<file path="config.mk">
export PLATFORM = sky130hd
export DESIGN_NAME = pmac_config
export DESIGN_NICKNAME = d
export VERILOG_FILES = /design/src/core/pmac_pkg.sv /design/src/core/pmac_config.sv /design/src/core/pmac_resolve.sv
export SDC_FILE = /design/constraint.sdc
export NUM_CORES = 1
export LEC_CHECK = 0
export BUFFER_PORTS_ARGS = -buffer_cell sky130_fd_sc_hd__buf_2
export CORE_ASPECT_RATIO = 1.4
export CORE_MARGIN = 4
export CORE_UTILIZATION = 45
export DETAILED_ROUTE_END_ITERATION = 16
export PLACE_DENSITY = 0.77
export SLEW_MARGIN = 20
export SYNTH_ARGS = -nofsm -noshare
export SYNTH_HDL_FRONTEND = slang
export SYNTH_SLANG_ARGS = --single-unit
</file>
<file path="constraint.sdc">
create_clock -name i_clk_sys -period 4.7 [get_ports i_clk_sys]
set_input_delay 1.175 -clock i_clk_sys [delete_from_list [all_inputs] [get_ports i_clk_sys]]
set_output_delay 1.175 -clock i_clk_sys [all_outputs]
set_load 0.005 [all_outputs]
</file>
<file path="src/core/pmac_pkg.sv">
// Purpose: Constants and types of the media and negotiation config block
// Assumes: 16-bit management registers at 5-bit addresses
// Notes: Bit positions are those of the management register layout
package pmac_pkg;
	// Register addresses
	localparam logic [4:0] ADDR_BMCTL = 5'h00;
	localparam logic [4:0] ADDR_BMSTAT = 5'h01;
	localparam logic [4:0] ADDR_ADV = 5'h04;
	localparam logic [4:0] ADDR_LPAR = 5'h05;
	localparam logic [4:0] ADDR_EXP = 5'h06;
	localparam logic [4:0] ADDR_PHY_LINK_STATUS = 5'h10;
	localparam logic [4:0] ADDR_PCS = 5'h16;
	// Basic mode control fields
	localparam int BMCTL_SPEED = 13;
	localparam int BMCTL_NEGOTIATION_STRAP_ENABLE = 12;
	localparam int BMCTL_RESTART = 9;
	localparam int BMCTL_DUPLEX = 8;
	// Basic mode status: fixed ability bits and live fields
	localparam logic [15:0] BMSTAT_FIXED = 16'h7849;
	localparam int BMSTAT_AN_CPL = 5;
	localparam int BMSTAT_RFAULT = 4;
	localparam int BMSTAT_LINK = 2;
	// Advertisement layout
	localparam int ADV_NP = 15;
	localparam int ADV_RF = 13;
	localparam logic [4:0] ADV_SELECTOR = 5'h01;
	localparam logic [3:0] ADV_ALL = 4'hf;
	localparam logic [3:0] ADV_10_HF = 4'h3;
	localparam logic [3:0] ADV_100_HF = 4'hc;
	localparam logic [3:0] ADV_100_F = 4'h8;
	// Partner word after parallel detection
	localparam logic [15:0] LPAR_PD_100 = 16'h0081;
	localparam logic [15:0] LPAR_PD_10 = 16'h0021;
	// Expansion fields
	localparam int EXP_PD_FAULT = 4;
	localparam int EXP_LP_NP = 3;
	localparam int EXP_NP_ABLE = 2;
	localparam int EXP_PAGE_RX = 1;
	localparam int EXP_LP_AN = 0;
	// PHY status fields
	localparam int PHY_LINK_STATUS_AN_CPL = 4;
	localparam int PHY_LINK_STATUS_DUPLEX = 2;
	localparam int PHY_LINK_STATUS_SPEED10 = 1;
	localparam int PHY_LINK_STATUS_LINK = 0;
	// PCS configuration fields
	localparam int PCS_FIBER = 6;
	localparam int PCS_FEF = 3;
	localparam int PCS_SCR_BYP = 1;
	localparam int PCS_DESCR_BYP = 0;
	// Negotiation states
	typedef enum logic [1:0] {
		PMAC_AN_IDLE = 2'b00,
		PMAC_AN_ACTIVE = 2'b01,
		PMAC_AN_DONE = 2'b10
	} pmac_an_st_t;
endpackage

</file>
<file path="src/core/pmac_config.sv">
// Purpose: Media select, strap config and negotiation control/status
// Assumes: Partner pages arrive decoded; detect links come from PMAs
// Notes: Straps are caught on the first clock after reset release
`timescale 1ns/1ps
module pmac_config
(
	input wire logic i_clk_sys,
	input wire logic i_nrst,
	input wire logic i_rxerr_strap,
	input wire logic i_negotiation_strap_enable,
	input wire logic i_ability_strap_high,
	input wire logic i_ability_strap_low,
	input wire logic i_reg_wr,
	input wire logic i_reg_rd,
	input wire logic [4:0] i_reg_addr,
	input wire logic [15:0] i_reg_wdata,
	input wire logic i_page_valid,
	input wire logic [15:0] i_page_word,
	input wire logic i_pd_link_100,
	input wire logic i_pd_link_10,
	input wire logic i_link_good,
	output logic [15:0] o_reg_rdata,
	output logic o_reg_rvalid,
	output logic o_flp_enable,
	output logic [15:0] o_adv_word,
	output logic o_speed_100,
	output logic o_full_duplex,
	output logic o_link_up,
	output logic o_fiber_mode,
	output logic o_fef_enable,
	output logic o_scr_bypass,
	output logic o_descr_bypass
);
	typedef struct packed {
		pmac_pkg::pmac_an_st_t st;
		logic strap_done;
		logic negotiation_strap_enable;
		logic speed;
		logic duplex;
		logic [3:0] negotiation_advertisement;
		logic fiber;
		logic fef;
		logic scr_byp;
		logic descr_byp;
		logic [15:0] lpar;
		logic an_cpl;
		logic page_rx;
		logic pd_fault;
		logic lp_an_able;
		logic res_spd;
		logic res_fd;
		logic [15:0] rdata;
		logic rvalid;
		logic flp;
		logic [15:0] adv;
		logic spd;
		logic fd;
		logic link;
	} pmac_state_t;

	pmac_state_t state_reg;
	pmac_state_t state_next;
	logic res_valid;
	logic res_spd;
	logic res_fd;

	pmac_resolve u_resolve
	(
		.i_local(state_reg.negotiation_advertisement),
		.i_partner(i_page_word[8:5]),
		.o_valid(res_valid),
		.o_speed_100(res_spd),
		.o_full(res_fd)
	);

	always_comb
	begin
		logic restart;
		logic an_start;
		logic an_mode;
		logic [15:0] rd;
		restart = 1'b0;
		an_start = 1'b0;
		an_mode = 1'b0;
		rd = 16'h0000;
		state_next = state_reg;
		state_next.rvalid = 1'b0;
		if (!state_reg.strap_done)
		begin
			// Straps only load here; later writes stand until reset
			state_next.strap_done = 1'b1;
			state_next.fiber = !i_rxerr_strap;
			state_next.fef = !i_rxerr_strap;
			state_next.scr_byp = !i_rxerr_strap;
			state_next.descr_byp = !i_rxerr_strap;
			state_next.negotiation_strap_enable = i_negotiation_strap_enable;
			state_next.speed = i_ability_strap_high;
			state_next.duplex = i_ability_strap_low;
			state_next.negotiation_advertisement = pmac_pkg::ADV_ALL;
			if (i_negotiation_strap_enable)
			begin
				state_next.st = pmac_pkg::PMAC_AN_ACTIVE;
				case ({i_ability_strap_high, i_ability_strap_low})
					2'b00: state_next.negotiation_advertisement = pmac_pkg::ADV_10_HF;
					2'b01: state_next.negotiation_advertisement = pmac_pkg::ADV_100_HF;
					2'b10: state_next.negotiation_advertisement = pmac_pkg::ADV_100_F;
					default: state_next.negotiation_advertisement = pmac_pkg::ADV_ALL;
				endcase
			end
		end
		else
		begin
			if (i_reg_wr)
			begin
				case (i_reg_addr)
					pmac_pkg::ADDR_BMCTL:
					begin
						state_next.negotiation_strap_enable = i_reg_wdata[pmac_pkg::BMCTL_NEGOTIATION_STRAP_ENABLE];
						state_next.speed = i_reg_wdata[pmac_pkg::BMCTL_SPEED];
						state_next.duplex = i_reg_wdata[pmac_pkg::BMCTL_DUPLEX];
						restart = i_reg_wdata[pmac_pkg::BMCTL_RESTART];
						// Forced to negotiating needs a clear-then-set of enable
						an_start = !state_reg.negotiation_strap_enable &&
							i_reg_wdata[pmac_pkg::BMCTL_NEGOTIATION_STRAP_ENABLE];
					end
					pmac_pkg::ADDR_ADV: state_next.negotiation_advertisement = i_reg_wdata[8:5];
					pmac_pkg::ADDR_PCS:
					begin
						state_next.fiber = i_reg_wdata[pmac_pkg::PCS_FIBER];
						state_next.fef = i_reg_wdata[pmac_pkg::PCS_FEF];
						state_next.scr_byp = i_reg_wdata[pmac_pkg::PCS_SCR_BYP];
						state_next.descr_byp =
							i_reg_wdata[pmac_pkg::PCS_DESCR_BYP];
					end
					default: ;
				endcase
			end
			// Clear on read comes first so a same-cycle event still sets
			if (i_reg_rd && i_reg_addr == pmac_pkg::ADDR_EXP)
			begin
				state_next.page_rx = 1'b0;
				state_next.pd_fault = 1'b0;
			end
			case (state_reg.st)
				pmac_pkg::PMAC_AN_IDLE:
				begin
					if (state_next.negotiation_strap_enable && (an_start || restart))
					begin
						state_next.st = pmac_pkg::PMAC_AN_ACTIVE;
						state_next.an_cpl = 1'b0;
						state_next.lpar = 16'h0000;
						state_next.lp_an_able = 1'b0;
					end
				end
				pmac_pkg::PMAC_AN_ACTIVE, pmac_pkg::PMAC_AN_DONE:
				begin
					if (!state_next.negotiation_strap_enable)
					begin
						state_next.st = pmac_pkg::PMAC_AN_IDLE;
						state_next.an_cpl = 1'b0;
					end
					else if (restart)
					begin
						state_next.st = pmac_pkg::PMAC_AN_ACTIVE;
						state_next.an_cpl = 1'b0;
						state_next.lpar = 16'h0000;
						state_next.lp_an_able = 1'b0;
					end
					else if (state_reg.st == pmac_pkg::PMAC_AN_DONE)
					begin
						// Lost link sends negotiation back to work
						if (!i_link_good)
						begin
							state_next.st = pmac_pkg::PMAC_AN_ACTIVE;
							state_next.an_cpl = 1'b0;
						end
					end
					else if (i_page_valid)
					begin
						state_next.lpar = i_page_word;
						state_next.page_rx = 1'b1;
						state_next.lp_an_able = 1'b1;
						if (!i_page_word[pmac_pkg::ADV_NP] && res_valid)
						begin
							state_next.st = pmac_pkg::PMAC_AN_DONE;
							state_next.an_cpl = 1'b1;
							state_next.res_spd = res_spd;
							state_next.res_fd = res_fd;
						end
					end
					else if (i_pd_link_100 && i_pd_link_10)
					begin
						state_next.pd_fault = 1'b1;
					end
					else if (i_pd_link_100 || i_pd_link_10)
					begin
						state_next.st = pmac_pkg::PMAC_AN_DONE;
						state_next.an_cpl = 1'b1;
						state_next.lp_an_able = 1'b0;
						state_next.res_spd = i_pd_link_100;
						state_next.res_fd = 1'b0;
						state_next.lpar = i_pd_link_100 ?
							pmac_pkg::LPAR_PD_100 : pmac_pkg::LPAR_PD_10;
					end
				end
				default: state_next.st = pmac_pkg::PMAC_AN_IDLE;
			endcase
		end
		// Read mux
		case (i_reg_addr)
			pmac_pkg::ADDR_BMCTL:
			begin
				rd[pmac_pkg::BMCTL_NEGOTIATION_STRAP_ENABLE] = state_reg.negotiation_strap_enable;
				rd[pmac_pkg::BMCTL_SPEED] = state_reg.speed;
				rd[pmac_pkg::BMCTL_DUPLEX] = state_reg.duplex;
			end
			pmac_pkg::ADDR_BMSTAT:
			begin
				rd = pmac_pkg::BMSTAT_FIXED;
				rd[pmac_pkg::BMSTAT_AN_CPL] = state_reg.an_cpl;
				rd[pmac_pkg::BMSTAT_RFAULT] = state_reg.lpar[pmac_pkg::ADV_RF];
				rd[pmac_pkg::BMSTAT_LINK] = state_reg.link;
			end
			pmac_pkg::ADDR_ADV: rd = {7'h00, state_reg.negotiation_advertisement, pmac_pkg::ADV_SELECTOR};
			pmac_pkg::ADDR_LPAR: rd = state_reg.lpar;
			pmac_pkg::ADDR_EXP:
			begin
				rd[pmac_pkg::EXP_PD_FAULT] = state_reg.pd_fault;
				rd[pmac_pkg::EXP_LP_NP] = state_reg.lpar[pmac_pkg::ADV_NP];
				rd[pmac_pkg::EXP_NP_ABLE] = 1'b1;
				rd[pmac_pkg::EXP_PAGE_RX] = state_reg.page_rx;
				rd[pmac_pkg::EXP_LP_AN] = state_reg.lp_an_able;
			end
			pmac_pkg::ADDR_PHY_LINK_STATUS:
			begin
				rd[pmac_pkg::PHY_LINK_STATUS_LINK] = state_reg.link;
				rd[pmac_pkg::PHY_LINK_STATUS_SPEED10] = !state_reg.spd;
				rd[pmac_pkg::PHY_LINK_STATUS_DUPLEX] = state_reg.fd;
				rd[pmac_pkg::PHY_LINK_STATUS_AN_CPL] = state_reg.an_cpl;
			end
			pmac_pkg::ADDR_PCS:
			begin
				rd[pmac_pkg::PCS_FIBER] = state_reg.fiber;
				rd[pmac_pkg::PCS_FEF] = state_reg.fef;
				rd[pmac_pkg::PCS_SCR_BYP] = state_reg.scr_byp;
				rd[pmac_pkg::PCS_DESCR_BYP] = state_reg.descr_byp;
			end
			default: rd = 16'h0000;
		endcase
		if (i_reg_rd)
		begin
			state_next.rdata = rd;
			state_next.rvalid = 1'b1;
		end
		// Speed, duplex, link, burst and advert outputs lag the state by one clock so each comes from a flop
		an_mode = state_reg.negotiation_strap_enable;
		state_next.spd = an_mode ? state_reg.res_spd : state_reg.speed;
		state_next.fd = an_mode ? state_reg.res_fd : state_reg.duplex;
		state_next.link = i_link_good && (!an_mode || state_reg.an_cpl);
		// Fiber has no pulse negotiation, so bursts stay off there
		state_next.flp = state_reg.st == pmac_pkg::PMAC_AN_ACTIVE &&
			!state_reg.fiber;
		state_next.adv = {7'h00, state_reg.negotiation_advertisement,
			pmac_pkg::ADV_SELECTOR};
	end

	always_ff @(posedge i_clk_sys or negedge i_nrst)
	begin
		if (!i_nrst)
		begin
			state_reg <= '0;
		end
		else
		begin
			state_reg <= state_next;
		end
	end

	assign o_reg_rdata = state_reg.rdata;
	assign o_reg_rvalid = state_reg.rvalid;
	assign o_flp_enable = state_reg.flp;
	assign o_adv_word = state_reg.adv;
	assign o_speed_100 = state_reg.spd;
	assign o_full_duplex = state_reg.fd;
	assign o_link_up = state_reg.link;
	assign o_fiber_mode = state_reg.fiber;
	assign o_fef_enable = state_reg.fef;
	assign o_scr_bypass = state_reg.scr_byp;
	assign o_descr_bypass = state_reg.descr_byp;
endmodule // pmac_config

</file>
<file path="src/core/pmac_resolve.sv">
// Purpose: Highest common ability pick for negotiation
// Assumes: Ability order is 100 full, 100 half, 10 full, 10 half
// Notes: Pure combinational; the caller registers the result
`timescale 1ns/1ps
module pmac_resolve
(
	input wire logic [3:0] i_local,
	input wire logic [3:0] i_partner,
	output logic o_valid,
	output logic o_speed_100,
	output logic o_full
);
	logic [3:0] common;

	assign common = i_local & i_partner;

	always_comb
	begin
		o_valid = 1'b1;
		o_speed_100 = 1'b0;
		o_full = 1'b0;
		if (common[3])
		begin
			o_speed_100 = 1'b1;
			o_full = 1'b1;
		end
		else if (common[2])
		begin
			o_speed_100 = 1'b1;
		end
		else if (common[1])
		begin
			o_full = 1'b1;
		end
		else if (!common[0])
		begin
			// No shared ability: leave negotiation running
			o_valid = 1'b0;
		end
	end
endmodule // pmac_resolve

</file>
After elaboration in Yosys (flattened, before gate mapping)
Cells that the tools add are included.
Storage, ports and cells
  word-level logic and storage cells: 165
  flip-flop bits (word level): 62
Operators by class
  bitwise logic cells: 3
  reductions and logical operators: 30
  multiplexer cells: 78
  eq/ne operators: 30
Operators with widths (count)
  $mux W17: 5
  $pmux W17 S2: 1
  $mux W11: 3
  $mux W16: 2
  $mux W2: 16
  $mux W1: 27
  $ne A6 B6 Y1 const B: 4
  $ne A7 B7 Y1 const B: 3
  $pmux W1 S4: 4
  $eq A5 B3 Y1 const B: 3
  $reduce_and A7 Y1: 2
  $mux W3: 4
  $mux W4: 3
  $pmux W4 S3: 1
  $eq A5 B5 Y1 const B: 2
  $mux W5: 2
  $ne A2 B1 Y1 const B: 5
  $pmux W2 S5: 1
  $mux W8: 1
  $ne A4 B4 Y1 const B: 2
  $pmux W2 S2: 2
  $reduce_and A8 Y1: 1
  $logic_and A1 B1 Y1: 7
  $ne A2 B2 Y1 const B: 3
  19 further kinds: 37

Longest topological paths before layout
  word-level depth: 13
  depth in mapped cells: 9
  gate-level depth less buffers: 7

Cells and area by module
A second synthesis with hierarchy kept.
Second synthesis, totals
  cells, all modules: 360
  area total of the unflattened synthesis: 3398.3 um^2
Modules (own cells, without submodules)
  pmac_config: sequential area each 1526.5 um^2, cells an instance 356, area each 3365.7 um^2, times used 1
  pmac_resolve: sequential area each 0.0 um^2, cells an instance 4, area each 32.5 um^2, times used 1

Worst setup path after synthesis
No wires, ideal clock.
  path type: in2reg
  start point: in i_reg_addr[4]
  end point: reg state_reg[37] in the netlist's numbering
  arrival time: 2.961 ns
  stages: 6
  setup slack: 1.611 ns
  path through: or4b_1 -> buf_2 -> or3_4 -> a21oi_2 -> and4_1 -> mux2_1
Between the ends
  longest elaborated chain between the ends: 6
  elaborated cells between the ends (all ways): 9
Ends and longest elaborated chain
  from (decl): RTL line pmac_config.sv:15  | input wire logic [4:0] i_reg_addr,
  $logic_not A5 Y1 (*): RTL line pmac_config.sv:115  | case (i_reg_addr)
  $mux W1: RTL line pmac_config.sv:115
  $mux W1: RTL line pmac_config.sv:113  | if (i_reg_wr)
  $mux W1: RTL line pmac_config.sv:88  | if (!state_reg.strap_done)
  $not A1 Y1 (no source line)
  $reduce_and A8 Y1 (no source line) (*)
  to (signal assigned): RTL line pmac_config.sv:275  | state_reg <= state_next;
  to (decl): RTL line pmac_config.sv:61  | pmac_state_t state_reg;
Every way passes the cells marked *; elsewhere a longest branch is shown, timed or not. The select of a mux whose other input is x is not followed.
A chain may end at the register's enable or synchronous reset.

Worst setup path after layout
  start point: in i_reg_addr[4]
  end point: reg state_reg[55] in the netlist's numbering
Between the ends
  longest elaborated chain between the ends: 8
  elaborated cells between the ends (all ways): 21
Ends and longest elaborated chain
  $logic_not A5 Y1 (*): RTL line pmac_config.sv:115
  $mux W1: RTL line pmac_config.sv:115
  $mux W1: RTL line pmac_config.sv:113
  $mux W1: RTL line pmac_config.sv:88
  $logic_or A1 B1 Y1: RTL line pmac_config.sv:147  | if (state_next.negotiation_strap_enable && (an_start || restart))
  $logic_and A1 B1 Y1: RTL line pmac_config.sv:147
  $ne A2 B2 Y1 (no source line)
  $reduce_and A7 Y1 (no source line)
Marked as above.

==> impl_metrics.tcl <==
set metrics [dict create \
    status "finished, final reports clean" \
    rows 36 \
    largest_reg_flops 27 \
    clockBufferDepth 2 \
    synth_cell_type_count 60 \
    power.leakage_uw 0.001750 \
    p_per_area_nw_per_um2 433.4 \
    synthesis.area_um2 3337 \
    postSynthAreaPerCell_um2 10.02 \
    post_cts_resized 0 \
    cts-buffers-inserted 9 \
    grt_max_degree 33 \
    synth_edf_count 0 \
    die_h_um 109.9 \
    min-delay-path-class "flip-flop to flip-flop" \
    drcViolationCount 0 \
    die-area_um2 8877 \
    syn_to_final_growth_pct 12.71 \
    firstDrtPassIters 4 \
    h-tree-depth 3 \
    min_period_ns 3.208 \
    synth_warnings 0 \
    placed_cell_area_um2 3547 \
    maxCapViolCount 0 \
    synth_seq_cells 61 \
    postCtsSetupBuffers 0 \
    slowest_stage "or4b_1" \
    clkLatencyLatePin_ns 0.34 \
    synth_area_leaders "dfrtp_1 (46%), buf_4 (7.4%), a32o_1 (4.5%), a21oi_1 (3.0%), mux2i_1 (3.0%)" \
    drtIter0Drc 339 \
    io_buffers 72 \
    required_ns 4.97 \
    ioPinCount 90 \
    synth_top_area_frac 0.4574 \
    die_w_um 80.78 \
    timing.final.crit_share 0.6825 \
    synthCells 333 \
    hold_buffers 0 \
    crit_family "simple AND/OR/NAND/NOR gates" \
    grt_pass1_vias 2540 \
    synth-main-ff-cell "dfrtp_1" \
    critPathBufInv 1 \
    final_nets 434 \
    crit_path_max_incr_delay_ns 0.70 \
    postSynth.asyncResetShare 1.000 \
    clk_pin_slew_ns 0.07 \
    wire_per_inst_um 17.12 \
    hold_viol 0 \
    tightest_slew_ns 0.7846 \
    drive_gt1_frac 0.2794 \
    rsz0062_at_grt "false" \
    antenna_found_initial 0 \
    critPathLaunchType "input pin" \
    fin_skew_ns 0.006623 \
    cts_root_buf "clkbuf_8" \
    via_per_inst 5.586 \
    n_antenna_cell 0 \
    seq_area_frac_synth 0.4574 \
    grtUsageTotal 0.1942 \
    grt_first_pass_wirelength_um 12910 \
    setup_viol_count_final 0 \
    cp-end-kind "flip-flop" \
    fin_area_um2 3761 \
    core_um2 7072 \
    start_util 0.4719 \
    irDropWorstVdd_mv 0.2292 \
    critPathKind "input pin to flip-flop" \
    fmax_mhz 311.8 \
    place_congestion 0.9217 \
    setup_tns_ns 0 \
    place_hpwl_um 6287 \
    relSlewSlack 0.4769 \
    vias 2670 \
    cts.sinks 61 \
    drv_slew 0 \
    wl_um 8185 \
    crit_arrival_ns 3.48 \
    ant_nets 0 \
    grt-ovfl-total 0 \
    worstPathMaxFanout 17 \
    crit_chain "buf_2 -> or4b_1 -> nor4_2 -> o21ai_2 -> a211oi_4 -> a32o_1" \
    synth_top_area_cell "dfrtp_1" \
    tritoncts "built" \
]
-- placed cells by master (no fill, tap or decap), types with 2 or more instances in the layout --
| cell | count |
|---|---|
| a21o_1 | 2 |
| a21oi_1 | 20 |
| a222oi_1 | 2 |
| a22o_1 | 4 |
| a22oi_1 | 2 |
| a31oi_1 | 3 |
| a32o_1 | 15 |
| a32oi_1 | 5 |
| and3_1 | 3 |
| buf_2 | 72 |
| buf_4 | 2 |
| bufinv_16 | 2 |
| clkbuf_8 | 9 |
| clkinv_2 | 3 |
| clkinvlp_4 | 2 |
| conb_1 | 12 |
| dfrtp_1 | 61 |
| ha_1 | 7 |
| inv_1 | 25 |
| mux2_1 | 2 |
| mux2_2 | 8 |
| mux2i_1 | 10 |
| nand2_1 | 18 |
| nand2b_1 | 3 |
| nand3_1 | 14 |
| nor2_1 | 19 |
| nor2b_1 | 6 |
| nor3_1 | 4 |
| o21ai_0 | 8 |
| o22ai_1 | 6 |
| o32ai_1 | 2 |
| xnor2_1 | 3 |
-- power breakdown --
group	internal (uW)	total [uW]	switching, uW
clock network	295	506	210
logic	181	389	207
registers	640	736	95.6
-- layer usage --
layer,vias up,track usage,share of wire
met4,0,0.08575,0.035
met5,-,0,0
li1,1249,-,-
met3,20,0.05164,0.069
met1,1294,0.2372,0.39
met2,107,0.3205,0.50
-- through the flow --
| step | worst slack (ns) | instances | hold WS (ns) | utilization | total power (uW) |
|---|---|---|---|---|---|
| 6_report | 1.492 | 478 | 0.4868 | 0.5318 | 1630 |
| 5_1_grt | 1.378 | 478 | 0.4973 | 0.5318 | 1718 |
| 4_1_cts | 1.544 | 478 | 0.4922 | 0.5318 | 1635 |
| 3_5_place_dp | 1.197 | 462 | 0.4771 | 0.5016 | 1130 |
| 3_3_place_gp | 1.242 | 462 | 0.4687 | 0.5016 | 1110 |
| 2_1_floorplan | 1.611 | 343 | 0.3901 | - | 1010 |
-- synthesized netlist by cell type, drive strengths merged, types with 3 or more instances --
library cell,instances
o21ai,10
ha,7
a32o,15
nor3,4
nand2b,3
inv,25
xnor2,3
a32oi,5
and3,3
nand2,18
buf,38
nor2,19
dfrtp,61
nor2b,6
mux2,10
o22ai,6
a22o,4
a31oi,3
mux2i,10
nand3,14
clkbuf,12
a21oi,21
-- cells by family after synthesis --
group | after synthesis | share of synthesized area
compound gates | 85 | 0.1927
fa+ha+maj | 7 | 0.02625
mux | 20 | 0.06374
buf+inv | 75 | 0.1245
flops | 61 | 0.4574
other cells | 2 | 0.002251
xor+xnor | 3 | 0.007875
simple gates | 80 | 0.1252
-- final timing paths --
| path | end | start | cells past startpoint | slack [ns] |
|---|---|---|---|---|
| max | state_reg[55] | i_reg_addr[4] | 6 | 1.49 |
| min | o_adv_word[7] | state_next[10] | 0 | 0.49 |
| max reg2reg | state_reg[55] | state_reg[71] | 7 | 2.42 |
| min reg2reg | o_adv_word[7] | state_next[10] | 0 | 0.49 |
| max in group asynchronous | state_reg[45] | i_nrst | 2 | 2.98 |
| min in group asynchronous | o_adv_word[5] | i_nrst | 1 | 0.85 |
-- cell type report --
type                    instances  area (um2)
flip-flops and latches         61        1526
well taps                      95       118.9
fillers                       669        3311
clock inverters                 7       90.09
multi-input cells             207        1433
repair buffers                 74       375.4
clock buffers                   9       123.9
inverters                      25       93.84
Note: power is estimated with default switching activity, not from simulation.
